==> config.mk <==
export PLATFORM = sky130hd
export DESIGN_NAME = bulk_split_descriptor_decode
export DESIGN_NICKNAME = d
export VERILOG_FILES = /design/src/include/bsd_pkg.sv /design/src/design/bulk_split_descriptor_decode.sv
export SDC_FILE = /design/constraint.sdc
export NUM_CORES = 1
export LEC_CHECK = 0
export BUFFER_PORTS_ARGS = -buffer_cell sky130_fd_sc_hd__buf_2
export CORE_ASPECT_RATIO = 0.75
export CORE_MARGIN = 2
export CORE_UTILIZATION = 35
export DETAILED_ROUTE_END_ITERATION = 7
export PLACE_DENSITY = 0.57
export SYNTH_ARGS = -nofsm -noshare
export SYNTH_HDL_FRONTEND = slang
export SYNTH_SLANG_ARGS = --single-unit
==> constraint.sdc <==
create_clock -name ref_clk -period 4.4 [get_ports ref_clk]
set_input_delay 0.44 -clock ref_clk [delete_from_list [all_inputs] [get_ports ref_clk]]
set_output_delay 0.44 -clock ref_clk [all_outputs]
set_load 0.02 [all_outputs]
==> src/include/bsd_pkg.sv <==
// Descriptor word offsets, field positions and constants
package bsd_pkg;
	localparam logic [7:0] OFS_DW0 = 8'h00;
	localparam logic [7:0] OFS_DW1 = 8'h04;
	localparam logic [7:0] OFS_DW2 = 8'h08;
	localparam logic [7:0] OFS_DW3 = 8'h0C;
	// Word 0
	localparam int VALID_POS = 0;
	localparam int REQ_LSB = 3;
	localparam int MPL_LSB = 18;
	localparam int EPLSB_POS = 31;
	// Word 1
	localparam int EPHI_LSB = 0;
	localparam int FADDR_LSB = 3;
	localparam int TOKEN_LSB = 10;
	localparam int KIND_LSB = 12;
	localparam int SPLIT_POS = 14;
	localparam int SPDEND_LSB = 16;
	localparam int PORT_LSB = 18;
	localparam int HUB_LSB = 25;
	localparam logic [31:0] DW1_MASK = 32'hFFFF7FFF;
	// Word 2
	localparam int BUFPTR_LSB = 8;
	localparam int RELOAD_LSB = 25;
	// Word 3
	localparam int DONE_LSB = 0;
	localparam int NAK_COUNTER_LSB = 19;
	// Reset values
	localparam logic [31:0] DW1_RESET = 32'h00000000;
	localparam logic [14:0] COUNT_RESET = 15'h0000;
	localparam logic [3:0] NAK_RESET = 4'h0;
	localparam logic [15:0] PTR_RESET = 16'h0000;
	// Token codes and the packet identifiers they select
	localparam logic [1:0] TOKEN_OUT = 2'h0;
	localparam logic [1:0] TOKEN_IN = 2'h1;
	localparam logic [1:0] TOKEN_SETUP = 2'h2;
	localparam logic [3:0] PID_OUT = 4'h1;
	localparam logic [3:0] PID_IN = 4'h9;
	localparam logic [3:0] PID_SETUP = 4'hD;
	localparam logic [3:0] PID_NONE = 4'h0;
	// Buffer pointer: 8-byte units above this processor address
	localparam logic [19:0] BUF_BASE = 20'h00400;
endpackage : bsd_pkg

==> src/design/bulk_split_descriptor_decode.sv <==
// Bulk/control descriptor store and field decoder
// Behaviour
// - Reload zero means NAK counter ignored
// - Hardware writes transferred byte count
// - Hub address targets split tokens
// - Port field selects hub port
// - Speed/end used only for splits
// - Split bit picks plain or split
// - Token picks OUT, IN or SETUP
// - Function address addresses the transaction
// - Endpoint number spans two words
// - Packets limited to maximum packet length
// - NAK counter exhausted clears valid bit
// - Completion or fatal error clears valid
//
// Local design decisions: the register offsets and the plain strobed port.
module bulk_split_descriptor_decode
	import bsd_pkg::*;
#(
	parameter int ADDR_W = 8
)
(
	input wire logic ref_clk,
	input wire logic reset_n,
	input wire logic [ADDR_W-1:0] regAddr,
	input wire logic [31:0] regWdata,
	input wire logic regWrite,
	input wire logic regRead,
	output logic [31:0] regRdata,
	input wire logic txnDone,
	input wire logic [14:0] txnBytes,
	input wire logic txnNak,
	input wire logic txnFatal,
	input wire logic descComplete,
	output logic descActive,
	output logic splitMode,
	output logic [3:0] pidCode,
	output logic [6:0] hubTargetAddr,
	output logic [6:0] hubPortSelect,
	output logic [1:0] speedEndCode,
	output logic [1:0] endpointKind,
	output logic [6:0] functionAddr,
	output logic [3:0] endpointNumber,
	output logic [10:0] maxPacketBytes,
	output logic [10:0] packetBytes,
	output logic [15:0] bufferPointer,
	output logic [19:0] bufferCpuAddr,
	output logic [14:0] bytesRequestedCount,
	output logic [14:0] bytesDoneCount,
	output logic [3:0] nakCounter
);

	generate
		if (ADDR_W < 8)
		begin : gAddrCheck
			$error("ADDR_W must reach the word 3 offset");
		end
	endgenerate

	function automatic logic hit(input logic [ADDR_W-1:0] a,
		input logic [7:0] ofs);
		hit = (a == ADDR_W'(ofs));
	endfunction : hit

	function automatic logic [3:0] pidOf(input logic [1:0] tok);
		unique case (tok)
			TOKEN_OUT: pidOf = PID_OUT;
			TOKEN_IN: pidOf = PID_IN;
			TOKEN_SETUP: pidOf = PID_SETUP;
			default: pidOf = PID_NONE;
		endcase
	endfunction : pidOf

	logic validR;
	logic epLsbR;
	logic [10:0] maxPktR;
	logic [14:0] bytesReqR;
	logic [31:0] dw1R;
	logic [3:0] reloadR;
	logic [15:0] bufPtrR;
	logic [14:0] bytesDoneR;
	logic [3:0] nakCntR;
	logic wrDw0;
	logic wrDw1;
	logic wrDw2;
	logic wrDw3;
	logic nakCounting;
	logic nakExhaust;
	logic [14:0] remaining;
	logic [31:0] rdNxt;

	assign wrDw0 = regWrite && hit(regAddr, OFS_DW0);
	assign wrDw1 = regWrite && hit(regAddr, OFS_DW1);
	assign wrDw2 = regWrite && hit(regAddr, OFS_DW2);
	assign wrDw3 = regWrite && hit(regAddr, OFS_DW3);

	// Counting only while the reload field is nonzero
	assign nakCounting = validR && txnNak && (reloadR != 4'h0);
	assign nakExhaust = nakCounting && (nakCntR <= 4'h1);

	// Word 0 fields; reserved bits are dropped on write
	always_ff @(posedge ref_clk or negedge reset_n)
	begin
		if (!reset_n)
		begin
			epLsbR <= 1'b0;
			maxPktR <= 11'h000;
			bytesReqR <= COUNT_RESET;
		end
		else if (wrDw0)
		begin
			epLsbR <= regWdata[EPLSB_POS];
			maxPktR <= regWdata[MPL_LSB +: 11];
			bytesReqR <= regWdata[REQ_LSB +: 15];
		end
	end

	// Software set wins over a hardware clear in the same cycle
	always_ff @(posedge ref_clk or negedge reset_n)
	begin
		if (!reset_n)
		begin
			validR <= 1'b0;
		end
		else if (wrDw0)
		begin
			validR <= regWdata[VALID_POS];
		end
		else if (validR && (descComplete || txnFatal))
		begin
			validR <= 1'b0;
		end
		else if (nakExhaust)
		begin
			validR <= 1'b0;
		end
	end

	always_ff @(posedge ref_clk or negedge reset_n)
	begin
		if (!reset_n)
		begin
			dw1R <= DW1_RESET;
		end
		else if (wrDw1)
		begin
			dw1R <= regWdata & DW1_MASK;
		end
	end

	always_ff @(posedge ref_clk or negedge reset_n)
	begin
		if (!reset_n)
		begin
			reloadR <= NAK_RESET;
			bufPtrR <= PTR_RESET;
		end
		else if (wrDw2)
		begin
			reloadR <= regWdata[RELOAD_LSB +: 4];
			bufPtrR <= regWdata[BUFPTR_LSB +: 16];
		end
	end

	// Engine result wins so a finished count is never lost
	always_ff @(posedge ref_clk or negedge reset_n)
	begin
		if (!reset_n)
		begin
			bytesDoneR <= COUNT_RESET;
		end
		else if (validR && txnDone)
		begin
			bytesDoneR <= txnBytes;
		end
		else if (wrDw3)
		begin
			bytesDoneR <= regWdata[DONE_LSB +: 15];
		end
	end

	// Progress reloads the counter; a NAK burns one count
	always_ff @(posedge ref_clk or negedge reset_n)
	begin
		if (!reset_n)
		begin
			nakCntR <= NAK_RESET;
		end
		else if (wrDw3)
		begin
			nakCntR <= regWdata[NAK_COUNTER_LSB +: 4];
		end
		else if (validR && txnDone && (reloadR != 4'h0))
		begin
			nakCntR <= reloadR;
		end
		else if (nakCounting && (nakCntR != 4'h0))
		begin
			nakCntR <= nakCntR - 4'h1;
		end
	end

	always_comb
	begin
		rdNxt = 32'h00000000;
		if (hit(regAddr, OFS_DW0))
		begin
			rdNxt[EPLSB_POS] = epLsbR;
			rdNxt[MPL_LSB +: 11] = maxPktR;
			rdNxt[REQ_LSB +: 15] = bytesReqR;
			rdNxt[VALID_POS] = validR;
		end
		else if (hit(regAddr, OFS_DW1))
		begin
			rdNxt = dw1R;
		end
		else if (hit(regAddr, OFS_DW2))
		begin
			rdNxt[RELOAD_LSB +: 4] = reloadR;
			rdNxt[BUFPTR_LSB +: 16] = bufPtrR;
		end
		else if (hit(regAddr, OFS_DW3))
		begin
			rdNxt[NAK_COUNTER_LSB +: 4] = nakCntR;
			rdNxt[DONE_LSB +: 15] = bytesDoneR;
		end
	end

	// Read data stands for one cycle only; unmapped reads give zero
	always_ff @(posedge ref_clk or negedge reset_n)
	begin
		if (!reset_n)
		begin
			regRdata <= 32'h00000000;
		end
		else if (regRead)
		begin
			regRdata <= rdNxt;
		end
		else
		begin
			regRdata <= 32'h00000000;
		end
	end

	// Floor at zero so an overrun engine count cannot wrap
	assign remaining = (bytesDoneR >= bytesReqR) ? 15'h0000 :
		15'(bytesReqR - bytesDoneR);

	// Decoded fields trail the stored words by one cycle
	always_ff @(posedge ref_clk or negedge reset_n)
	begin
		if (!reset_n)
		begin
			descActive <= 1'b0;
			splitMode <= 1'b0;
			pidCode <= PID_NONE;
			speedEndCode <= 2'h0;
		end
		else
		begin
			descActive <= validR;
			splitMode <= dw1R[SPLIT_POS];
			pidCode <= pidOf(dw1R[TOKEN_LSB +: 2]);
			// Plain high-speed transfers have no speed/end meaning
			speedEndCode <= dw1R[SPLIT_POS] ?
				dw1R[SPDEND_LSB +: 2] : 2'h0;
		end
	end

	// Routing fields, held as written
	always_ff @(posedge ref_clk or negedge reset_n)
	begin
		if (!reset_n)
		begin
			hubTargetAddr <= 7'h00;
			hubPortSelect <= 7'h00;
			endpointKind <= 2'h0;
			functionAddr <= 7'h00;
			endpointNumber <= 4'h0;
		end
		else
		begin
			hubTargetAddr <= dw1R[HUB_LSB +: 7];
			hubPortSelect <= dw1R[PORT_LSB +: 7];
			endpointKind <= dw1R[KIND_LSB +: 2];
			functionAddr <= dw1R[FADDR_LSB +: 7];
			endpointNumber <= {dw1R[EPHI_LSB +: 3], epLsbR};
		end
	end

	// Length fields and the size of the next packet
	always_ff @(posedge ref_clk or negedge reset_n)
	begin
		if (!reset_n)
		begin
			maxPacketBytes <= 11'h000;
			packetBytes <= 11'h000;
			bytesRequestedCount <= COUNT_RESET;
		end
		else
		begin
			maxPacketBytes <= maxPktR;
			// No 64-byte clamp: full-speed limits are software's job
			packetBytes <= (remaining < {4'h0, maxPktR}) ?
				remaining[10:0] : maxPktR;
			bytesRequestedCount <= bytesReqR;
		end
	end

	// Engine-maintained counts as last stored
	always_ff @(posedge ref_clk or negedge reset_n)
	begin
		if (!reset_n)
		begin
			bytesDoneCount <= COUNT_RESET;
			nakCounter <= NAK_RESET;
		end
		else
		begin
			bytesDoneCount <= bytesDoneR;
			nakCounter <= nakCntR;
		end
	end

	always_ff @(posedge ref_clk or negedge reset_n)
	begin
		if (!reset_n)
		begin
			bufferPointer <= PTR_RESET;
			bufferCpuAddr <= BUF_BASE;
		end
		else
		begin
			bufferPointer <= bufPtrR;
			bufferCpuAddr <= {1'b0, bufPtrR, 3'h0} + BUF_BASE;
		end
	end

endmodule : bulk_split_descriptor_decode

After elaboration in Yosys (flattened, before gate mapping)
Cells that the tools add are included.
{ "word_totals": {"latch_bits": 0, "out_inout_bits": 159, "memories": 0, "ff_bits": 257, "mem_bits_ro": 0, "ram_bits": 0, "wordCells": 86, "inputBits": 63} }
{ "classes": {"shift": 0, "mul": 0, "n_div": 0, "bitwise": 0, "n_reduce_logical": 19, "n_addsub": 3, "eq_ne": 5, "n_lt_le_gt_ge": 3, "muxes": 30} }
{ "ops": {"columns": ["operator", "n"], "rows": [
  ["15-bit 2-to-1 mux", 4],
  ["32-bit 2-to-1 mux", 1],
  ["4-bit 2-to-1 mux", 8],
  ["26-bit 2-to-1 mux", 1],
  ["24-bit 2-to-1 mux", 1],
  ["19-bit by 11-bit adder with 20-bit output, second input constant", 1],
  ["8-bit by 4-bit equality test with 1-bit output, second input constant", 2],
  ["15-bit greater-or-equal comparator", 1],
  ["15-bit by 11-bit < comparator with 1-bit output", 1],
  ["15-bit subtractor", 1],
  ["4-bit one-hot mux with 3 select lines", 1],
  ["1-bit logical AND", 11],
  ["11-bit 2-to-1 mux", 1],
  ["8-bit by 3-bit equality test with 1-bit output, second input constant", 1],
  ["8-bit logical NOT", 1],
  ["8-bit 2-to-1 mux", 1],
  ["4-bit nonzero test", 2],
  ["1-bit 2-to-1 mux", 7],
  ["7-bit 2-to-1 mux", 1],
  ["2-bit 2-to-1 mux", 3],
  ["3-bit nonzero test", 2],
  ["4-bit by 1-bit less-or-equal comparator with 1-bit output, second input constant", 1],
  ["4-bit by 1-bit subtractor with 4-bit output, second input constant", 1],
  ["3-bit 2-to-1 mux", 1],
  ["other kinds (5)", 5]
]} }

Logic depth before layout (Yosys ltp)
{ "depth": {"ltp_word": 6, "depth_mapped": 18, "mapped_depth_nobuf": 17} }

Worst setup path after synthesis
Ideal clock, no wire load.
{ "synth_timing": {"path_type": "flip-flop to flip-flop", "start": "reg bytesReqR[8]", "end": "reg packetBytes[3]", "setup_time_ns": 0.079, "period_less_slack_ns": 3.598, "t_required_ns": 4.321, "path_buffers": 2, "slack_ns": 0.802, "path_stages_with_launch": 18, "arrival_time_ns": 3.519, "cell_sequence": "dfrtp_1 ha_1 a21o_1 a221o_1 a221oi_2 a21oi_1 clkbuf_1 nand2_1 inv_1 ha_1 a21o_1 a21oi_1 o21ai_0 a221oi_1 nand2_1 nor2_2 buf_6 mux2i_1"} }
{ "synth_between": {"elab_chain_cells": 4, "word_cells_on_any_way": 5, "cone_classes": "1 x add/sub; 2 x order compare; 2 x mux"} }
{ "synth_rtl": {"columns": ["item", "line_no", "text"], "rows": [
  ["start, declared", "bulk_split_descriptor_decode.sv:77", "logic [14:0] bytesReqR;"],
  ["start signal, assigned", "bulk_split_descriptor_decode.sv:114", "bytesReqR <= regWdata[REQ_LSB +: 15];"],
  ["15-bit subtractor or 15-bit greater-or-equal comparator (tied branches)", "bulk_split_descriptor_decode.sv:248, bulk_split_descriptor_decode.sv:247", null],
  ["15-bit 2-to-1 mux *", "bulk_split_descriptor_decode.sv:247", "assign remaining = (bytesDoneR >= bytesReqR) ? 15'h0000 :"],
  ["15-bit by 11-bit < comparator with 1-bit output", "bulk_split_descriptor_decode.sv:305", "packetBytes <= (remaining < {4'h0, maxPktR}) ?"],
  ["11-bit 2-to-1 mux *", "bulk_split_descriptor_decode.sv:305", null],
  ["end signal, assigned", "bulk_split_descriptor_decode.sv:305", null],
  ["end, declared", "bulk_split_descriptor_decode.sv:45", "output logic [10:0] packetBytes,"]
]} }
Mark *: on every way between the ends. The rest lies on a longest branch, timed or not.
A chain may end at the register's enable or synchronous reset.

Worst setup path after layout
{ "layout_timing": {"start": "reg bytesDoneR[10]", "end": "reg packetBytes[5]"} }
{ "layout_between": {"elab_chain_cells": 4, "word_cells_on_any_way": 5, "cone_classes": "1 x add/sub; 2 x order compare; 2 x mux"} }
{ "layout_rtl": {"columns": ["item", "line_no", "text"], "rows": [
  ["start, declared", "bulk_split_descriptor_decode.sv:81", "logic [14:0] bytesDoneR;"],
  ["start signal, assigned", "bulk_split_descriptor_decode.sv:174", "bytesDoneR <= txnBytes;"],
  ["start signal, assigned", "bulk_split_descriptor_decode.sv:178", "bytesDoneR <= regWdata[DONE_LSB +: 15];"],
  ["15-bit subtractor or 15-bit greater-or-equal comparator (tied branches)", "bulk_split_descriptor_decode.sv:248, bulk_split_descriptor_decode.sv:247", null],
  ["15-bit 2-to-1 mux *", "bulk_split_descriptor_decode.sv:247", null],
  ["15-bit by 11-bit < comparator with 1-bit output", "bulk_split_descriptor_decode.sv:305", null],
  ["11-bit 2-to-1 mux *", "bulk_split_descriptor_decode.sv:305", null]
]} }
Marked as above.

==> out/qor.yml <==
status:
  status: "finished, final reports clean"
logic_synthesis:
  syn_avg_cell_area_um2: 12.6
  synth-edff-count: 0
  synthTopCellsByArea: "dfrtp_1 (61%), mux2_2 (8.7%), mux2i_1 (4.8%)"
  synthAdderAreaFrac_pct: 3.94
  synth_cells: 800
  synth_warnings: 0
  synth_simple_gate_area_share_pct: 8.35
  synth_xor_area_share_pct: 1.83
  synthTopCellsByCount: "dfrtp_1 (245), mux2_2 (78), nor2_1 (61)"
  async_reset_ff_share_pct: 100
  yosysTopAreaCell: "dfrtp_1"
  synth.top_cell.area_share_pct: 61.0
  synth_compound_area_share_pct: 6.94
  synth_top_family_by_area: "multiplexers"
  ys_ff_latch: 246
  ys_types: 51
  synthMostInstantiatedCell: "dfrtp_1"
  synth_area_um2: 10000
  synth_mux_area_share_pct: 13.5
  ys.flop_type: "dfrtp_1"
  synth_seq_area_share_pct: 61.3
drt:
  routed_via_density: 4.74
  vias: 6768
  antenna_left: 0
  wl_per_cell_um: 19.0
  drcViolationCount: 0
  drt_first_pass_iters: 4
  drtIter0Drc: 354
  routed_wl_mm: 27.2
sta:
  period_needed_ns: 3.99
  timing.final.crit_share_pct: 90.6
  final_critical_path_setup_slack_ns: 0.415
  hold_viol: 0
  tightest_slew_ns: 0.953
  rsz0062_at_grt: "false"
  slew_headroom_pct: 36.3
  fmax_mhz: 251
  slew_violations: 0
  setup-tns-final_ns: 0
  fin_skew_ns: 0.00642
  setup_violations: 0
floorplanning:
  fp.dieH_um: 151
  ios: 222
  rows: 53
  core_area_um2: 28100
  start_util_pct: 35.7
  die-area_um2: 30100
  die_w_um: 200
clock_network:
  clkSlewWorstSetupHoldPaths_ns: 0.06
  cts_resized: 0
  cts_buffer_depth: 3
  clock-root-buffer: "clkbuf_16"
  cts_max_level: 1
  clk_latency_ns: 0.52
  cts_made_buffers: 26
  cts_tree: "built"
  cts_sinks: 246
setup_path:
  worstSetupPathType: "register to register"
  cp_slowest_cell: "dfrtp_1"
  crit_chain: "inv_1 -> ha_1 -> and2_1 -> a221o_1 -> a221oi_2 -> a21oi_1 -> buf_4 -> nand2_1 -> inv_1 -> ha_1 -> a21o_1 -> a221oi_1 -> nand2_1 -> nor2_2 -> buf_4 -> mux2i_1"
  arrival_ns: 4.42
  cp_top_family: "compound AO/OA/AOI/OAI gates"
  worstSetupStartpointType: "register"
  cp.buffers_inverters: 4
  r2r_cells: 16
  timing.rr.start: "bytesDoneR[10]"
  crit_required_ns: 4.83
  r2r_slack_ns: 0.41
  crit_path_max_incr_delay_ns: 0.40
  endpoint_kind: "register"
  r2r-end: "packetBytes[5]"
  crit_path_max_fanout: 11
pwr:
  power_frac_clock_pct: 41.0
  power.density_nw_per_um2: 455
  p_sw_share_pct: 27.0
  vdd_drop_max_uv: 319
  power_mw: 5.68
  power.internal_mw: 4.15
  power_frac_seq_pct: 43.0
  switchingPower_mw: 1.53
  share_comb_of_total_power_pct: 16.0
  leakage_nw: 6.65
place:
  dp_hpwl_mm: 19.1
  io_buffers: 217
  post_dp_cell_area_um2: 11500
  place_ws_ns: 0.472
  place_congestion: 0.874
cells_and_area:
  fill_cells: 2677
  fin_area_um2: 12500
  drive_gt1_share_pct: 34.7
  fin_nets: 1116
  fin_util_pct: 44.4
  area_growth_pct: 24.2
hold_path:
  holdPathEnd: "bytesDoneR[11]"
  hold_class: "input port to register"
  hp-start: "txnBytes[11]"
  whs_path_depth: 3
global_route:
  grt_overflow: 0
  grt_pass1_vias: 6771
  antenna_found_initial: 1
  grt_max_degree: 118
  grt_pass1_wl_mm: 41.3
  globalRouteTotalUtil_pct: 18.2
flow_run:
  drv_cap: 0
-- placed cells by master, fill, tap and decap left out, types with 8 or more instances in the layout --
cell	netlist	routed
dfrtp_1	245	245
buf_2	6	216
mux2_2	78	78
nor2_1	61	61
nand2_1	51	51
inv_1	49	49
mux2i_1	48	48
ha_1	30	30
clkbuf_16	0	27
a21oi_1	26	26
o21ai_0	24	24
a2111oi_0	19	19
nand3_1	16	15
xnor2_1	15	15
buf_4	13	15
nand2b_1	14	14
nor2b_1	8	8
-- registers in the layout (all words and copies together) (netlist names), 10 cells and up --
name                 flops
bytesRequestedCount     15
bytesReqR               15
regRdata                32
bufferCpuAddr           10
bytesDoneR              15
bufferPointer           16
maxPacketBytes          11
maxPktR                 11
bufPtrR                 16
packetBytes             11
bytesDoneCount          15
dw1R                    31
-- worst max-delay path by stage --
stage	cells past startpoint	start	end	slack, ns
after floorplan	17	bytesReqR[8]	packetBytes[3]	0.80
after global placement	15	bytesReqR[10]	packetBytes[7]	0.62
after detailed placement	16	bytesReqR[6]	packetBytes[5]	0.47
after CTS	17	bytesDoneR[10]	packetBytes[5]	0.45
after global routing	17	bytesDoneR[6]	packetBytes[5]	0.03
final	16	bytesDoneR[10]	packetBytes[5]	0.41
-- what timing repair did --
| action | 4_1_cts | 5_1_grt |
|---|---|---|
| hold buffers | 1 | 0 |
| endpoints found under the hold margin | 92 | 0 |
| setup buffers | 0 | 0 |
-- worst min-delay path, delay by kind of cell --
family | cells | cell delay, ns
buffers and inverters | 1 | 0.08
AO/OA/AOI/OAI | 1 | 0.05
AND/OR/NAND/NOR | 1 | 0.04
-- power groups by stage --
stage | clock network [mW] | logic [mW] | registers (mW)
after floorplan | 0 | 0.530 | 2.54
after CTS | 2.38 | 0.913 | 2.44
after global routing | 2.47 | 1.02 | 2.46
after global placement | 0 | 0.905 | 2.48
final | 2.33 | 0.910 | 2.44
after detailed placement | 0 | 0.909 | 2.48
-- per-stage QoR --
step | cells | hold slack [ns]
6_report | 1427 | 0.123
5_1_grt | 1426 | 0.127
4_1_cts | 1426 | 0.106
3_5_place_dp | 1378 | 0.386
3_3_place_gp | 1378 | 0.378
2_1_floorplan | 803 | 0.144
-- logic make-up after synthesis --
group | Yosys count
AND/OR/NAND/NOR | 181
other | 1
XOR/XNOR | 21
multiplexers | 126
buffers and inverters | 92
AO/OA/AOI/OAI | 102
flip-flops | 246
adder cells (fa/ha/maj) | 31
-- metal layers --
layer  global-route usage, %  vias up  part of all wire [%]
li1                        -     3183                     -
met1                    28.1     3359                    50
met2                    26.1      194                    42
met3                    3.90       32                   6.4
met4                    3.74        0                   1.6
met5                       0        -                     0
-- layout make-up --
class                      instances  area (µm²)  share of cell area [%]
antenna                            1        2.50                  0.0201
tap                              385         482                    3.86
sequential                       246        6160                    49.4
clock inverter                    10         155                    1.24
multi-input combinational        465        3490                    28.0
clock buffer                      37         763                    6.12
timing repair buffer             234        1240                    9.93
inverter                          49         184                    1.47
(Power assumes the default switching activity.)
